## src/include/atx_power_regs.svh

```systemverilog
`ifndef ATX_POWER_REGS_SVH
`define ATX_POWER_REGS_SVH

// Register byte offsets on the AHB-Lite slave
`define CFG_OFFSET 8'h00
`define PULSE_OFFSET 8'h04
`define STATUS_OFFSET 8'h08
`define CMD_OFFSET 8'h0c

// Configuration byte field positions
`define CFG_AUTO_POL_BIT 0
`define CFG_RST_INV_BIT 1
`define CFG_PWR_INV_BIT 2
`define CFG_LEGACY_SENSE_BIT 3
`define CFG_KEY_RESET_BIT 4
`define CFG_KEY_OFF_BIT 5
`define CFG_KEY_ON_BIT 6
`define CFG_BLANK_BIT 7

// Reset values: all functions off, one-second pulse (32 steps)
`define CFG_RESET 8'h00
`define PULSE_RESET 8'h20

// Command code that stores the current setup as boot state
`define CMD_SAVE_BOOT 8'h04

// Timing figures in their own units
`define CLK_KHZ 200000
`define CLK_MHZ 200
`define HOLD_SHORT_MS 250
`define HOLD_LONG_MS 4000
`define RESET_PULSE_MS 1000
`define OFF_EXTRA_MS 5000
`define PULSE_STEP_US 31250

`endif

```

## src/include/atx_power_pkg.sv

```systemverilog
`default_nettype none
package atx_power_pkg;

	// Sequencer states, one-hot
	typedef enum logic [5:0] {
		ST_IDLE = 6'b000001,
		ST_PWR_ON = 6'b000010,
		ST_OFF_MIN = 6'b000100,
		ST_OFF_EXTRA = 6'b001000,
		ST_RST_PULSE = 6'b010000,
		ST_WAIT_REL = 6'b100000
	} seq_state_t;

endpackage
`default_nettype wire

```

## src/design/atx_host_power_control.sv

```systemverilog
// Chosen here: the AHB-Lite slave port and the address map.
`include "atx_power_regs.svh"
`default_nettype none
module atx_host_power_control #(
	parameter logic [31:0] HOLD_SHORT_CYC = 32'(`HOLD_SHORT_MS * `CLK_KHZ),
	parameter logic [31:0] HOLD_LONG_CYC = 32'(`HOLD_LONG_MS * `CLK_KHZ),
	parameter logic [31:0] RESET_CYC = 32'(`RESET_PULSE_MS * `CLK_KHZ),
	parameter logic [31:0] EXTRA_CYC = 32'(`OFF_EXTRA_MS * `CLK_KHZ),
	parameter logic [31:0] STEP_CYC = 32'(`PULSE_STEP_US * `CLK_MHZ)
) (
	input wire logic sys_clk,
	input wire logic resetn,
	input wire logic hsel,
	input wire logic [31:0] haddr,
	input wire logic [1:0] htrans,
	input wire logic hwrite,
	input wire logic [2:0] hsize,
	input wire logic [31:0] hwdata,
	input wire logic hready,
	output logic [31:0] hrdata,
	output logic hreadyout,
	output logic hresp,
	input wire logic confirmKey,
	input wire logic cancelKey,
	input wire logic hostSense,
	input wire logic gpio1Sense,
	input wire logic watchdogBite,
	input wire logic pwrSwIn,
	output logic pwrSwOut,
	output logic pwrSwOe,
	input wire logic hostRstIn,
	output logic hostRstOut,
	output logic hostRstOe,
	output logic displayBlank,
	output logic selfRestart
);

	// Synchronised pin levels
	logic [5:0] pinSync;
	logic confirmS;
	logic cancelS;
	logic senseMainS;
	logic senseLegacyS;
	logic pwrPinS;
	logic rstPinS;
	// Key hold durations in cycles
	logic [31:0] confirmHold;
	logic [31:0] cancelHold;
	// Configuration, live and boot copy
	logic [7:0] cfg_q, cfg_d;
	logic [7:0] pulseWidth_q, pulseWidth_d;
	logic [7:0] bootCfg_q, bootCfg_d;
	logic [7:0] bootPulse_q, bootPulse_d;
	// Bus data-phase tracking
	logic wrPending_q, wrPending_d;
	logic [7:0] wrAddr_q, wrAddr_d;
	logic [31:0] rdData_q, rdData_d;
	// Sequencer state and its cycle timer
	atx_power_pkg::seq_state_t state_q, state_d;
	logic [31:0] timer_q, timer_d;
	logic restart_q, restart_d;
	// Idle pin levels learned for automatic polarity
	logic pwrIdle_q, pwrIdle_d;
	logic rstIdle_q, rstIdle_d;
	logic blank_q, blank_d;

	// Decoded controls
	logic hostUp;
	logic [31:0] pulseCyc;
	logic pwrLevel;
	logic rstLevel;
	logic addrPhase;

	// All pin inputs except watchdogBite pass two flops first
	sync_two_ff #(
		.WIDTH(6)
	) u_sync (
		.sys_clk(sys_clk),
		.resetn(resetn),
		.asyncIn({confirmKey, cancelKey, hostSense, gpio1Sense,
			pwrSwIn, hostRstIn}),
		.syncOut(pinSync)
	);

	assign {confirmS, cancelS, senseMainS, senseLegacyS,
		pwrPinS, rstPinS} = pinSync;

	// Hold timers, one per key
	key_hold_counter u_confirm_hold (
		.sys_clk(sys_clk),
		.resetn(resetn),
		.keyDown(confirmS),
		.holdCount(confirmHold)
	);

	key_hold_counter u_cancel_hold (
		.sys_clk(sys_clk),
		.resetn(resetn),
		.keyDown(cancelS),
		.holdCount(cancelHold)
	);

	assign hostUp = cfg_q[`CFG_LEGACY_SENSE_BIT] ? senseLegacyS
		: senseMainS;

	// So 16 steps is half second
	assign pulseCyc = 32'({24'h0, pulseWidth_q} * STEP_CYC);

	// Active drive level: opposite of idle level, or the invert bit
	assign pwrLevel = cfg_q[`CFG_AUTO_POL_BIT] ? ~pwrIdle_q
		: cfg_q[`CFG_PWR_INV_BIT];
	assign rstLevel = cfg_q[`CFG_AUTO_POL_BIT] ? ~rstIdle_q
		: cfg_q[`CFG_RST_INV_BIT];

	// Valid address phase seen by this slave
	assign addrPhase = hsel && hready && htrans[1];

	// Zero-wait slave, always OKAY
	assign hreadyout = 1'b1;
	assign hresp = 1'b0;
	assign hrdata = rdData_q;

	// Register file next values: bus writes, save, restart reload
	always_comb begin
		cfg_d = cfg_q;
		pulseWidth_d = pulseWidth_q;
		bootCfg_d = bootCfg_q;
		bootPulse_d = bootPulse_q;
		wrPending_d = addrPhase && hwrite;
		wrAddr_d = addrPhase ? haddr[7:0] : wrAddr_q;
		rdData_d = 32'h0;
		// Read data prepared in the address phase
		if (addrPhase && !hwrite) begin
			case (haddr[7:0])
				`CFG_OFFSET: begin
					rdData_d = {24'h0, cfg_q};
				end
				`PULSE_OFFSET: begin
					rdData_d = {24'h0, pulseWidth_q};
				end
				`STATUS_OFFSET: begin
					rdData_d = {20'h0, state_q, rstPinS, pwrPinS,
						hostRstOe, pwrSwOe, blank_q, hostUp};
				end
				default: begin
					rdData_d = 32'h0;
				end
			endcase
		end
		// Writes land in the data phase
		if (wrPending_q) begin
			case (wrAddr_q)
				`CFG_OFFSET: begin
					cfg_d = hwdata[7:0];
				end
				`PULSE_OFFSET: begin
					pulseWidth_d = hwdata[7:0];
				end
				`CMD_OFFSET: begin
					if (hwdata[7:0] == `CMD_SAVE_BOOT) begin
						bootCfg_d = cfg_q;
						bootPulse_d = pulseWidth_q;
					end
				end
				default: begin
					cfg_d = cfg_q;
				end
			endcase
		end
		if (restart_q) begin
			cfg_d = bootCfg_q;
			pulseWidth_d = bootPulse_q;
		end
	end

	// Register file flops
	always_ff @(posedge sys_clk or negedge resetn) begin
		if (!resetn) begin
			cfg_q <= `CFG_RESET;
			pulseWidth_q <= `PULSE_RESET;
			bootCfg_q <= `CFG_RESET;
			bootPulse_q <= `PULSE_RESET;
			wrPending_q <= 1'b0;
			wrAddr_q <= 8'h00;
			rdData_q <= 32'h0;
		end else begin
			cfg_q <= cfg_d;
			pulseWidth_q <= pulseWidth_d;
			bootCfg_q <= bootCfg_d;
			bootPulse_q <= bootPulse_d;
			wrPending_q <= wrPending_d;
			wrAddr_q <= wrAddr_d;
			rdData_q <= rdData_d;
		end
	end

	// Sequencer next state and timer
	always_comb begin
		state_d = state_q;
		timer_d = timer_q + 32'h1;
		restart_d = 1'b0;
		case (state_q)
			atx_power_pkg::ST_IDLE: begin
				timer_d = 32'h0;
				if (watchdogBite) begin
					state_d = atx_power_pkg::ST_RST_PULSE;
				end else if (cfg_q[`CFG_KEY_RESET_BIT] && hostUp
					&& confirmHold == HOLD_LONG_CYC) begin
					state_d = atx_power_pkg::ST_RST_PULSE;
				end else if (cfg_q[`CFG_KEY_ON_BIT] && !hostUp
					&& confirmHold == HOLD_SHORT_CYC) begin
					state_d = atx_power_pkg::ST_PWR_ON;
				end else if (cfg_q[`CFG_KEY_OFF_BIT] && hostUp
					&& cancelHold == HOLD_LONG_CYC) begin
					state_d = atx_power_pkg::ST_OFF_MIN;
				end
			end
			atx_power_pkg::ST_PWR_ON: begin
				if (timer_q >= pulseCyc) begin
					state_d = atx_power_pkg::ST_WAIT_REL;
					timer_d = 32'h0;
				end
			end
			atx_power_pkg::ST_OFF_MIN: begin
				if (timer_q >= pulseCyc) begin
					state_d = cancelS ? atx_power_pkg::ST_OFF_EXTRA
						: atx_power_pkg::ST_WAIT_REL;
					timer_d = 32'h0;
				end
			end
			atx_power_pkg::ST_OFF_EXTRA: begin
				if (!cancelS || timer_q >= EXTRA_CYC - 32'h1) begin
					state_d = atx_power_pkg::ST_WAIT_REL;
					timer_d = 32'h0;
				end
			end
			atx_power_pkg::ST_RST_PULSE: begin
				if (timer_q >= RESET_CYC - 32'h1) begin
					state_d = atx_power_pkg::ST_WAIT_REL;
					timer_d = 32'h0;
					restart_d = 1'b1;
				end
			end
			atx_power_pkg::ST_WAIT_REL: begin
				// Both keys up before next action
				timer_d = 32'h0;
				if (!confirmS && !cancelS) begin
					state_d = atx_power_pkg::ST_IDLE;
				end
			end
			default: begin
				state_d = atx_power_pkg::ST_IDLE;
				timer_d = 32'h0;
			end
		endcase
	end

	// Sequencer flops
	always_ff @(posedge sys_clk or negedge resetn) begin
		if (!resetn) begin
			state_q <= atx_power_pkg::ST_IDLE;
			timer_q <= 32'h0;
			restart_q <= 1'b0;
		end else begin
			state_q <= state_d;
			timer_q <= timer_d;
			restart_q <= restart_d;
		end
	end

	// Pin drivers, idle level learning and display blanking
	always_comb begin
		pwrIdle_d = pwrSwOe ? pwrIdle_q : pwrPinS;
		rstIdle_d = hostRstOe ? rstIdle_q : rstPinS;
		blank_d = cfg_q[`CFG_BLANK_BIT] && !hostUp;
	end

	// Output flops
	always_ff @(posedge sys_clk or negedge resetn) begin
		if (!resetn) begin
			pwrIdle_q <= 1'b1;
			rstIdle_q <= 1'b1;
			blank_q <= 1'b0;
			pwrSwOe <= 1'b0;
			pwrSwOut <= 1'b0;
			hostRstOe <= 1'b0;
			hostRstOut <= 1'b0;
		end else begin
			pwrIdle_q <= pwrIdle_d;
			rstIdle_q <= rstIdle_d;
			blank_q <= blank_d;
			// Power switch drives only in pulse
			pwrSwOe <= (state_d == atx_power_pkg::ST_PWR_ON)
				|| (state_d == atx_power_pkg::ST_OFF_MIN)
				|| (state_d == atx_power_pkg::ST_OFF_EXTRA);
			pwrSwOut <= pwrLevel;
			hostRstOe <= (state_d == atx_power_pkg::ST_RST_PULSE);
			hostRstOut <= rstLevel;
		end
	end

	assign displayBlank = blank_q;
	assign selfRestart = restart_q;

endmodule // atx_host_power_control
`default_nettype wire

```

## src/design/sync_two_ff.sv

```systemverilog
`default_nettype none
module sync_two_ff #(
	parameter int WIDTH = 6
) (
	input wire logic sys_clk,
	input wire logic resetn,
	input wire logic [WIDTH-1:0] asyncIn,
	output logic [WIDTH-1:0] syncOut
);

	// First stage, read only by the second stage
	logic [WIDTH-1:0] metaQ;

	// One two-flop chain per bit
	genvar i;
	generate
		for (i = 0; i < WIDTH; i++) begin : g_bit
			always_ff @(posedge sys_clk or negedge resetn) begin
				if (!resetn) begin
					metaQ[i] <= 1'b0;
					syncOut[i] <= 1'b0;
				end else begin
					metaQ[i] <= asyncIn[i];
					syncOut[i] <= metaQ[i];
				end
			end
		end
	endgenerate

endmodule // sync_two_ff
`default_nettype wire

```

## src/design/key_hold_counter.sv

```systemverilog
`default_nettype none
module key_hold_counter (
	input wire logic sys_clk,
	input wire logic resetn,
	input wire logic keyDown,
	output logic [31:0] holdCount
);

	// Next hold count
	logic [31:0] holdCount_d;

	// Count cycles held, saturate, clear on release
	always_comb begin
		if (!keyDown) begin
			holdCount_d = 32'h0;
		end else if (holdCount == 32'hffffffff) begin
			holdCount_d = holdCount;
		end else begin
			holdCount_d = holdCount + 32'h1;
		end
	end

	// Register the count
	always_ff @(posedge sys_clk or negedge resetn) begin
		if (!resetn) begin
			holdCount <= 32'h0;
		end else begin
			holdCount <= holdCount_d;
		end
	end

endmodule // key_hold_counter
`default_nettype wire

```

## config.mk

```make
export PLATFORM = sky130hd
export DESIGN_NAME = atx_host_power_control
export DESIGN_NICKNAME = d
export VERILOG_FILES = /design/src/include/atx_power_pkg.sv /design/src/design/atx_host_power_control.sv /design/src/design/sync_two_ff.sv /design/src/design/key_hold_counter.sv
export VERILOG_INCLUDE_DIRS = /design/src /design/src/include
export SDC_FILE = /design/constraint.sdc
export NUM_CORES = 1
export LEC_CHECK = 0
export BUFFER_PORTS_ARGS = -buffer_cell sky130_fd_sc_hd__buf_2
export CAP_MARGIN = 10
export CORE_UTILIZATION = 36
export CTS_BUF_LIST = sky130_fd_sc_hd__clkbuf_8
export CTS_CLUSTER_SIZE = 16
export DETAILED_ROUTE_END_ITERATION = 6
export HOLD_SLACK_MARGIN = 0.12
export PLACE_DENSITY = 0.61
export SLEW_MARGIN = 20
export SYNTH_ARGS = -nofsm -noshare
export SYNTH_HDL_FRONTEND = slang
export SYNTH_SLANG_ARGS = --single-unit
```

## constraint.sdc

```tcl
create_clock -name sys_clk -period 5.7 [get_ports sys_clk]
set_clock_uncertainty 0.2 [all_clocks]
set_input_delay 0 -clock sys_clk [delete_from_list [all_inputs] [get_ports sys_clk]]
set_output_delay 0 -clock sys_clk [all_outputs]
set_load 0.02 [all_outputs]
```

==> Yosys cells after proc, flatten, opt, wreduce, memory -nomap -nowiden <==
Index checks and enable logic that the tools add are counted.
{ "word_totals": {"reg_bits": 195, "latchBits": 0, "ramBits": 0, "mem_bits_ro": 0, "out_inout_bits": 40, "memories": 0} }
{ "op_classes": {"add_sub_neg": 3, "n_mul": 1, "div": 0, "order_cmp": 3, "n_eq_ne": 22, "shifts": 0, "muxes": 32, "bitwise_logic": 2, "n_reduce_logical": 28} }
{ "op_table": {"columns": ["cell", "n"], "rows": [
  ["2-to-1 mux 32 bit", 8],
  ["adder 32 x 1 -> 32 bit (second input constant)", 3],
  ["case mux 32 bit (3 select lines)", 1],
  ["equality test 32 x 30 -> 1 bit (second input constant)", 2],
  ["equality test 32 bit (second input constant)", 2],
  ["2-to-1 mux 6 bit", 10],
  ["2-to-1 mux 8 bit", 6],
  ["case mux 12 bit (3 select lines)", 1],
  ["case mux 6 bit (6 select lines)", 1],
  ["equality test 32 x 26 -> 1 bit (second input constant)", 1],
  [">= comparator 32 x 28 -> 1 bit (second input constant)", 1],
  [">= comparator 32 x 30 -> 1 bit (second input constant)", 1],
  [">= comparator 32 x 31 -> 1 bit", 1],
  ["multiplier 8 x 19 -> 27 bit (second input constant)", 1],
  ["equality test 8 x 3 -> 1 bit (second input constant)", 3],
  ["equality test 8 x 4 -> 1 bit (second input constant)", 2],
  ["zero test 8 bit", 2],
  ["equality test 6 x 2 -> 1 bit (second input constant)", 2],
  ["equality test 6 x 3 -> 1 bit (second input constant)", 2],
  ["equality test 6 x 4 -> 1 bit (second input constant)", 2],
  ["equality test 6 x 5 -> 1 bit (second input constant)", 2],
  ["logical AND 1 bit", 12],
  ["equality test 6 x 1 -> 1 bit (second input constant)", 1],
  ["equality test 6 bit (second input constant)", 1],
  ["other kinds (9)", 23]
]} }

==> Longest topological paths before layout <==
{ "depth": {"word_depth": 11, "ltp_mapped": 25} }

==> By module <==
Synthesis repeated with hierarchy kept, for this count alone.
{ "hier_totals": {"cells_unflattened": 1220, "hier_area_um2": 11702.5} }
{ "by_module_without_submodules": {"columns": ["module", "instances", "cells_each", "area_each_um2", "seq_area_each_um2"], "rows": [
  ["atx_host_power_control", 1, 830, 7868.8, 2483.6],
  ["key_hold_counter", 2, 189, 1766.7, 800.8],
  ["sync_two_ff", 1, 12, 300.3, 300.3]
]} }

==> Worst setup path after synthesis <==
No wires, ideal clock.
{ "synth_timing": {"path_type": "register to register", "start": "register pulseWidth_q[6]", "end": "register timer_q[8]", "arrival_time_ns": 5.877, "required_time_ns": 5.414, "setup_slack_ns": -0.463, "stages_incl_launch_ff": 24, "cell_sequence": "dfrtp_1 fa_1 inv_1 fa_1 fa_1 fa_1 inv_1 ha_1 nand3_1 nor2_1 o21ai_0 o21ai_0 a211oi_1 o41ai_1 a21oi_1 xor2_1 ha_1 a21o_1 a211oi_1 o21ai_0 nor2_1 a21oi_4 buf_2 nor3_1"} }
{ "synth_between": {"elab_chain_len": 4} }
{ "synth_lines": {"columns": ["item", "line_no", "rtl"], "rows": [
  ["from (decl)", "atx_host_power_control.sv:51", "logic [7:0] pulseWidth_q, pulseWidth_d;"],
  ["from (signal assigned)", "atx_host_power_control.sv:180", "pulseWidth_q <= `PULSE_RESET;"],
  ["from (signal assigned)", "atx_host_power_control.sv:188", "pulseWidth_q <= pulseWidth_d;"],
  ["multiplier 8 x 19 -> 27 bit", "atx_host_power_control.sv:107", "assign pulseCyc = 32'({24'h0, pulseWidth_q} * STEP_CYC);"],
  [">= comparator 32 x 31 -> 1 bit", "atx_host_power_control.sv:219, atx_host_power_control.sv:225", null],
  ["2-to-1 mux 32 bit", "atx_host_power_control.sv:219, atx_host_power_control.sv:225", null],
  ["case mux 32 bit (3 select lines)", "atx_host_power_control.sv:202", "case (state_q)"],
  ["named net timer_d[8]", "atx_host_power_control.sv:60", "logic [31:0] timer_q, timer_d;"],
  ["to (signal assigned)", "atx_host_power_control.sv:266", "timer_q <= timer_d;"],
  ["to (decl)", "atx_host_power_control.sv:60", null]
]} }
The timed path passes the listed nets, and every way through them passes these cells.
A chain may end at the register's enable or synchronous reset.

==> Worst setup path after layout <==
{ "layout_timing": {"start": "register pulseWidth_q[6]", "end": "register pwrSwOe"} }
{ "layout_between": {"elab_chain_len": 7} }
{ "layout_lines": {"columns": ["item", "line_no", "rtl"], "rows": [
  ["multiplier 8 x 19 -> 27 bit (*)", "atx_host_power_control.sv:107", null],
  [">= comparator 32 x 31 -> 1 bit (*)", "atx_host_power_control.sv:219, atx_host_power_control.sv:225", null],
  ["2-to-1 mux 6 bit, on equally long branches", "atx_host_power_control.sv:225, atx_host_power_control.sv:219", null],
  ["case mux 6 bit (6 select lines) (*)", "atx_host_power_control.sv:202", null],
  ["named net state_d[2]", "atx_host_power_control.sv:59", "atx_power_pkg::seq_state_t state_q, state_d;"],
  ["equality test 6 x 2 -> 1 bit or equality test 6 x 3 -> 1 bit (tied branches)", "atx_host_power_control.sv:293, atx_host_power_control.sv:294", null],
  ["logical OR 1 bit", "atx_host_power_control.sv:294", "|| (state_d == atx_power_pkg::ST_OFF_MIN)"],
  ["logical OR 1 bit (*)", "atx_host_power_control.sv:295", "|| (state_d == atx_power_pkg::ST_OFF_EXTRA);"],
  ["to (signal assigned)", "atx_host_power_control.sv:293", "pwrSwOe <= (state_d == atx_power_pkg::ST_PWR_ON)"],
  ["to (decl)", "atx_host_power_control.sv:30", "output logic pwrSwOe,"]
]} }
Mark *: on every way through the listed nets, which the timed path passes. The rest lies on a longest branch.

==> results.txt <==
Status -> finished, violations left
Violated checks -> negative setup slack
Vias -> 8900
Gp weighted congestion -> 0.8686
Maximum number of pins on one net before global-route repair -> 90
Prevailing post-synth register cell -> dfrtp_1
Die Y -> 180.2 um
Synth warn -> 0
Final HPWL DP -> 19950 um
Post-layout util -> 44.51%
Final non-filler cell total -> 1754
RSZ-0062 raised after global routing -> yes
Syn Inst Count -> 1176
Hold Violations, Final -> 0
Crit. End Element -> flip-flop
Fillers -> 2969
GR Overflow Total -> 0
Final TNS setup -> -4.904 ns
Most frequent cells in the layout -> dfrtp_1, inv_1, nor2_1
Startpoint types -> flip-flop
FP Rows -> 64
Syn Std Cell Area -> 11430 um2
Area of the multi-input gates -> 6629 um2
Final worst-path cycle share -> 104.2%
Starting Density -> 36.97%
Residual DRC count -> 0
CTS Sinks -> 175
Fmax -> 0.1684 GHz
Syn-to-layout area delta -> 20.41%
Minimum clock period after layout -> 5.938 ns
Routed WL -> 27420 um
NumNets Final -> 1548
Worst VDD drop -> 261.9 uV
Worst-margin pin slew -> 0.9870 ns
Initial DRC Count -> 522
Dpl cells -> 1660
Vias per cell -> 5.074
Clock Latency Late Sink -> 0.47 ns
Routed WL per cell -> 15.63 um
Yosys reg bits -> 175
Final instance area -> 13760 um2
Pre-antenna DRT Iters -> 5
FF+latch area -> 4388 um2
CTS H-Tree Depth -> 4
Synth unique cells -> 66
Worst-path fanout max -> 4
Fraction of layout cells with a size suffix above 1 -> 17.75%
Hold Path Class -> reg -> reg
Pins Over Slew Limit -> 0
CTS Buf Count -> 17
Die extent in x -> 180.2 um
Clock root buffer -> clkbuf_8
CP Data Required Time -> 5.84 ns
WP data arrival -> 6.08 ns
Seq/Total Area, Yosys -> 38.38%
Max Cap Viol -> 0
Post-synth EDFFs -> 0
Slack of the critical path -> -0.2383 ns
Commonest non-fill, non-tap cell in the layout -> dfrtp_1
Leakage power -> 6.413 nW
Vias in the first global route -> 9079
Synth async-reset ratio -> 100.0%
Final setup violating endpoints -> 36
Setup CP Type -> reg -> reg
Core region area -> 30910 um2
Total power -> 0.004797 W
Syn Area/Cell -> 9.716 um2
Initial antenna violation count -> 0
Clock-pin slew on the worst setup and hold paths -> 0.10 ns
Diodes inserted -> 0
Slew Limit Headroom -> 34.20%
Global-route wire length before repair -> 46480 um
CTS tree -> done
I/O Buffers -> 46
Power Dens Cells -> 348.7 nW/um2
Top-Level Pins -> 121
Total GRT Usage -> 17.72%
Clk buf depth -> 2
Die footprint -> 32460 um2
Placed cell areas -> 12600 um2
Post-route ant nets -> 0
## repair_timing
action,in CTS,in global routing
endpoints found under the setup margin,36,37
hold endpoints to repair,150,0
pin swaps,27,6
buffers inserted,10,2
gates resized for setup,17,7
hold buffers,50,0
## routing by layer
metal	part of all wire (%)	track usage, %	wire length (um)
met1	46	23.76	12650
met2	48	29.14	13270
met4	2.2	5.709	609
met3	3.2	2.991	889
met5	0	0	0
## state kept, by name, summed over array words and instances (netlist names), 8 cells and up
name and count:
bootCfg_q 8, cfg_q 8, u_confirm_hold.holdCount 32, bootPulse_q 8, wrAddr_q 8, timer_q 32, hrdata 12, pulseWidth_q 8
u_cancel_hold.holdCount 32
## path summary, 6_finish.rpt
| kind | from | to | slack [ns] | cells after the start |
|---|---|---|---|---|
| max | pulseWidth_q[6] | pwrSwOe | -0.24 | 23 |
| min | u_sync.metaQ[5] | u_sync.syncOut[5] | 0.16 | 0 |
| max reg2reg | pulseWidth_q[6] | pwrSwOe | -0.24 | 23 |
| min reg2reg | u_sync.metaQ[5] | u_sync.syncOut[5] | 0.16 | 0 |
| max in group asynchronous | resetn | u_cancel_hold.holdCount[17] | 4.05 | 4 |
| min in group asynchronous | resetn | pwrIdle_q | 0.44 | 3 |
## cells in the mapped netlist, types with 36 or more instances
library cell | count | area, um2
a21oi_1 | 50 | 250.2
and2_1 | 37 | 231.5
dfrtp_1 | 170 | 4254
fa_1 | 40 | 800.8
ha_1 | 82 | 1026
inv_1 | 114 | 427.9
nand2_1 | 71 | 266.5
nand3_1 | 36 | 180.2
nand4_1 | 38 | 237.7
nor2_1 | 112 | 420.4
o21ai_0 | 47 | 235.2
xnor2_1 | 43 | 376.6
xor2_1 | 47 | 411.6
## report_power, final
part           switching (W)  total [W]  internal, W
Combinational        0.00127    0.00255      0.00128
Sequential         0.0000505    0.00134      0.00129
Clock               0.000530   0.000907     0.000377
Total                0.00185    0.00480      0.00294
## layout make-up
cell class	count	share of cell area (%)
Sequential cell	175	31.89
Timing Repair Buffer	177	10.08
Multi-Input combinational cell	859	48.18
Clock inverter	15	1.410
Inverter	115	3.138
Clock buffer	17	1.701
Tap cell	396	3.601
## worst max-delay path, cell delays in order (launching register included)
cell	delay [ns]
dfrtp_2	0.46
fa_2	0.64
inv_2	0.06
fa_1	0.52
fa_1	0.43
fa_1	0.51
inv_2	0.05
ha_4	0.28
buf_4	0.11
nand4_1	0.11
a2bb2oi_2	0.16
a311oi_1	0.28
buf_4	0.17
o31a_1	0.14
a21o_1	0.13
a21oi_2	0.05
xor2_1	0.14
ha_1	0.31
nand4b_1	0.15
o21ai_2	0.21
nor2_2	0.08
a21oi_4	0.20
a21oi_2	0.08
or3_1	0.35
## per-stage QoR
step / setup slack, ns / hold WS, ns
4_1_cts: -0.2343 / 0.1593
6_report: -0.2383 / 0.1571
3_3_place_gp: -0.2237 / -0.09097
2_1_floorplan: 0.00008482 / -0.4956
5_1_grt: -0.5231 / 0.1621
3_5_place_dp: -0.3822 / -0.09060
## cells by family after synthesis
kind of cell    Yosys count  share of synthesized area, %
simple gates            415                         19.13
buf+inv                 162                         6.099
fa+ha+maj               122                         15.99
other cells               2                       0.06573
compound gates          157                         8.498
mux                      53                         4.939
flops                   175                         38.38
xor+xnor                 90                         6.899
Power figures use the tool's default switching activity.
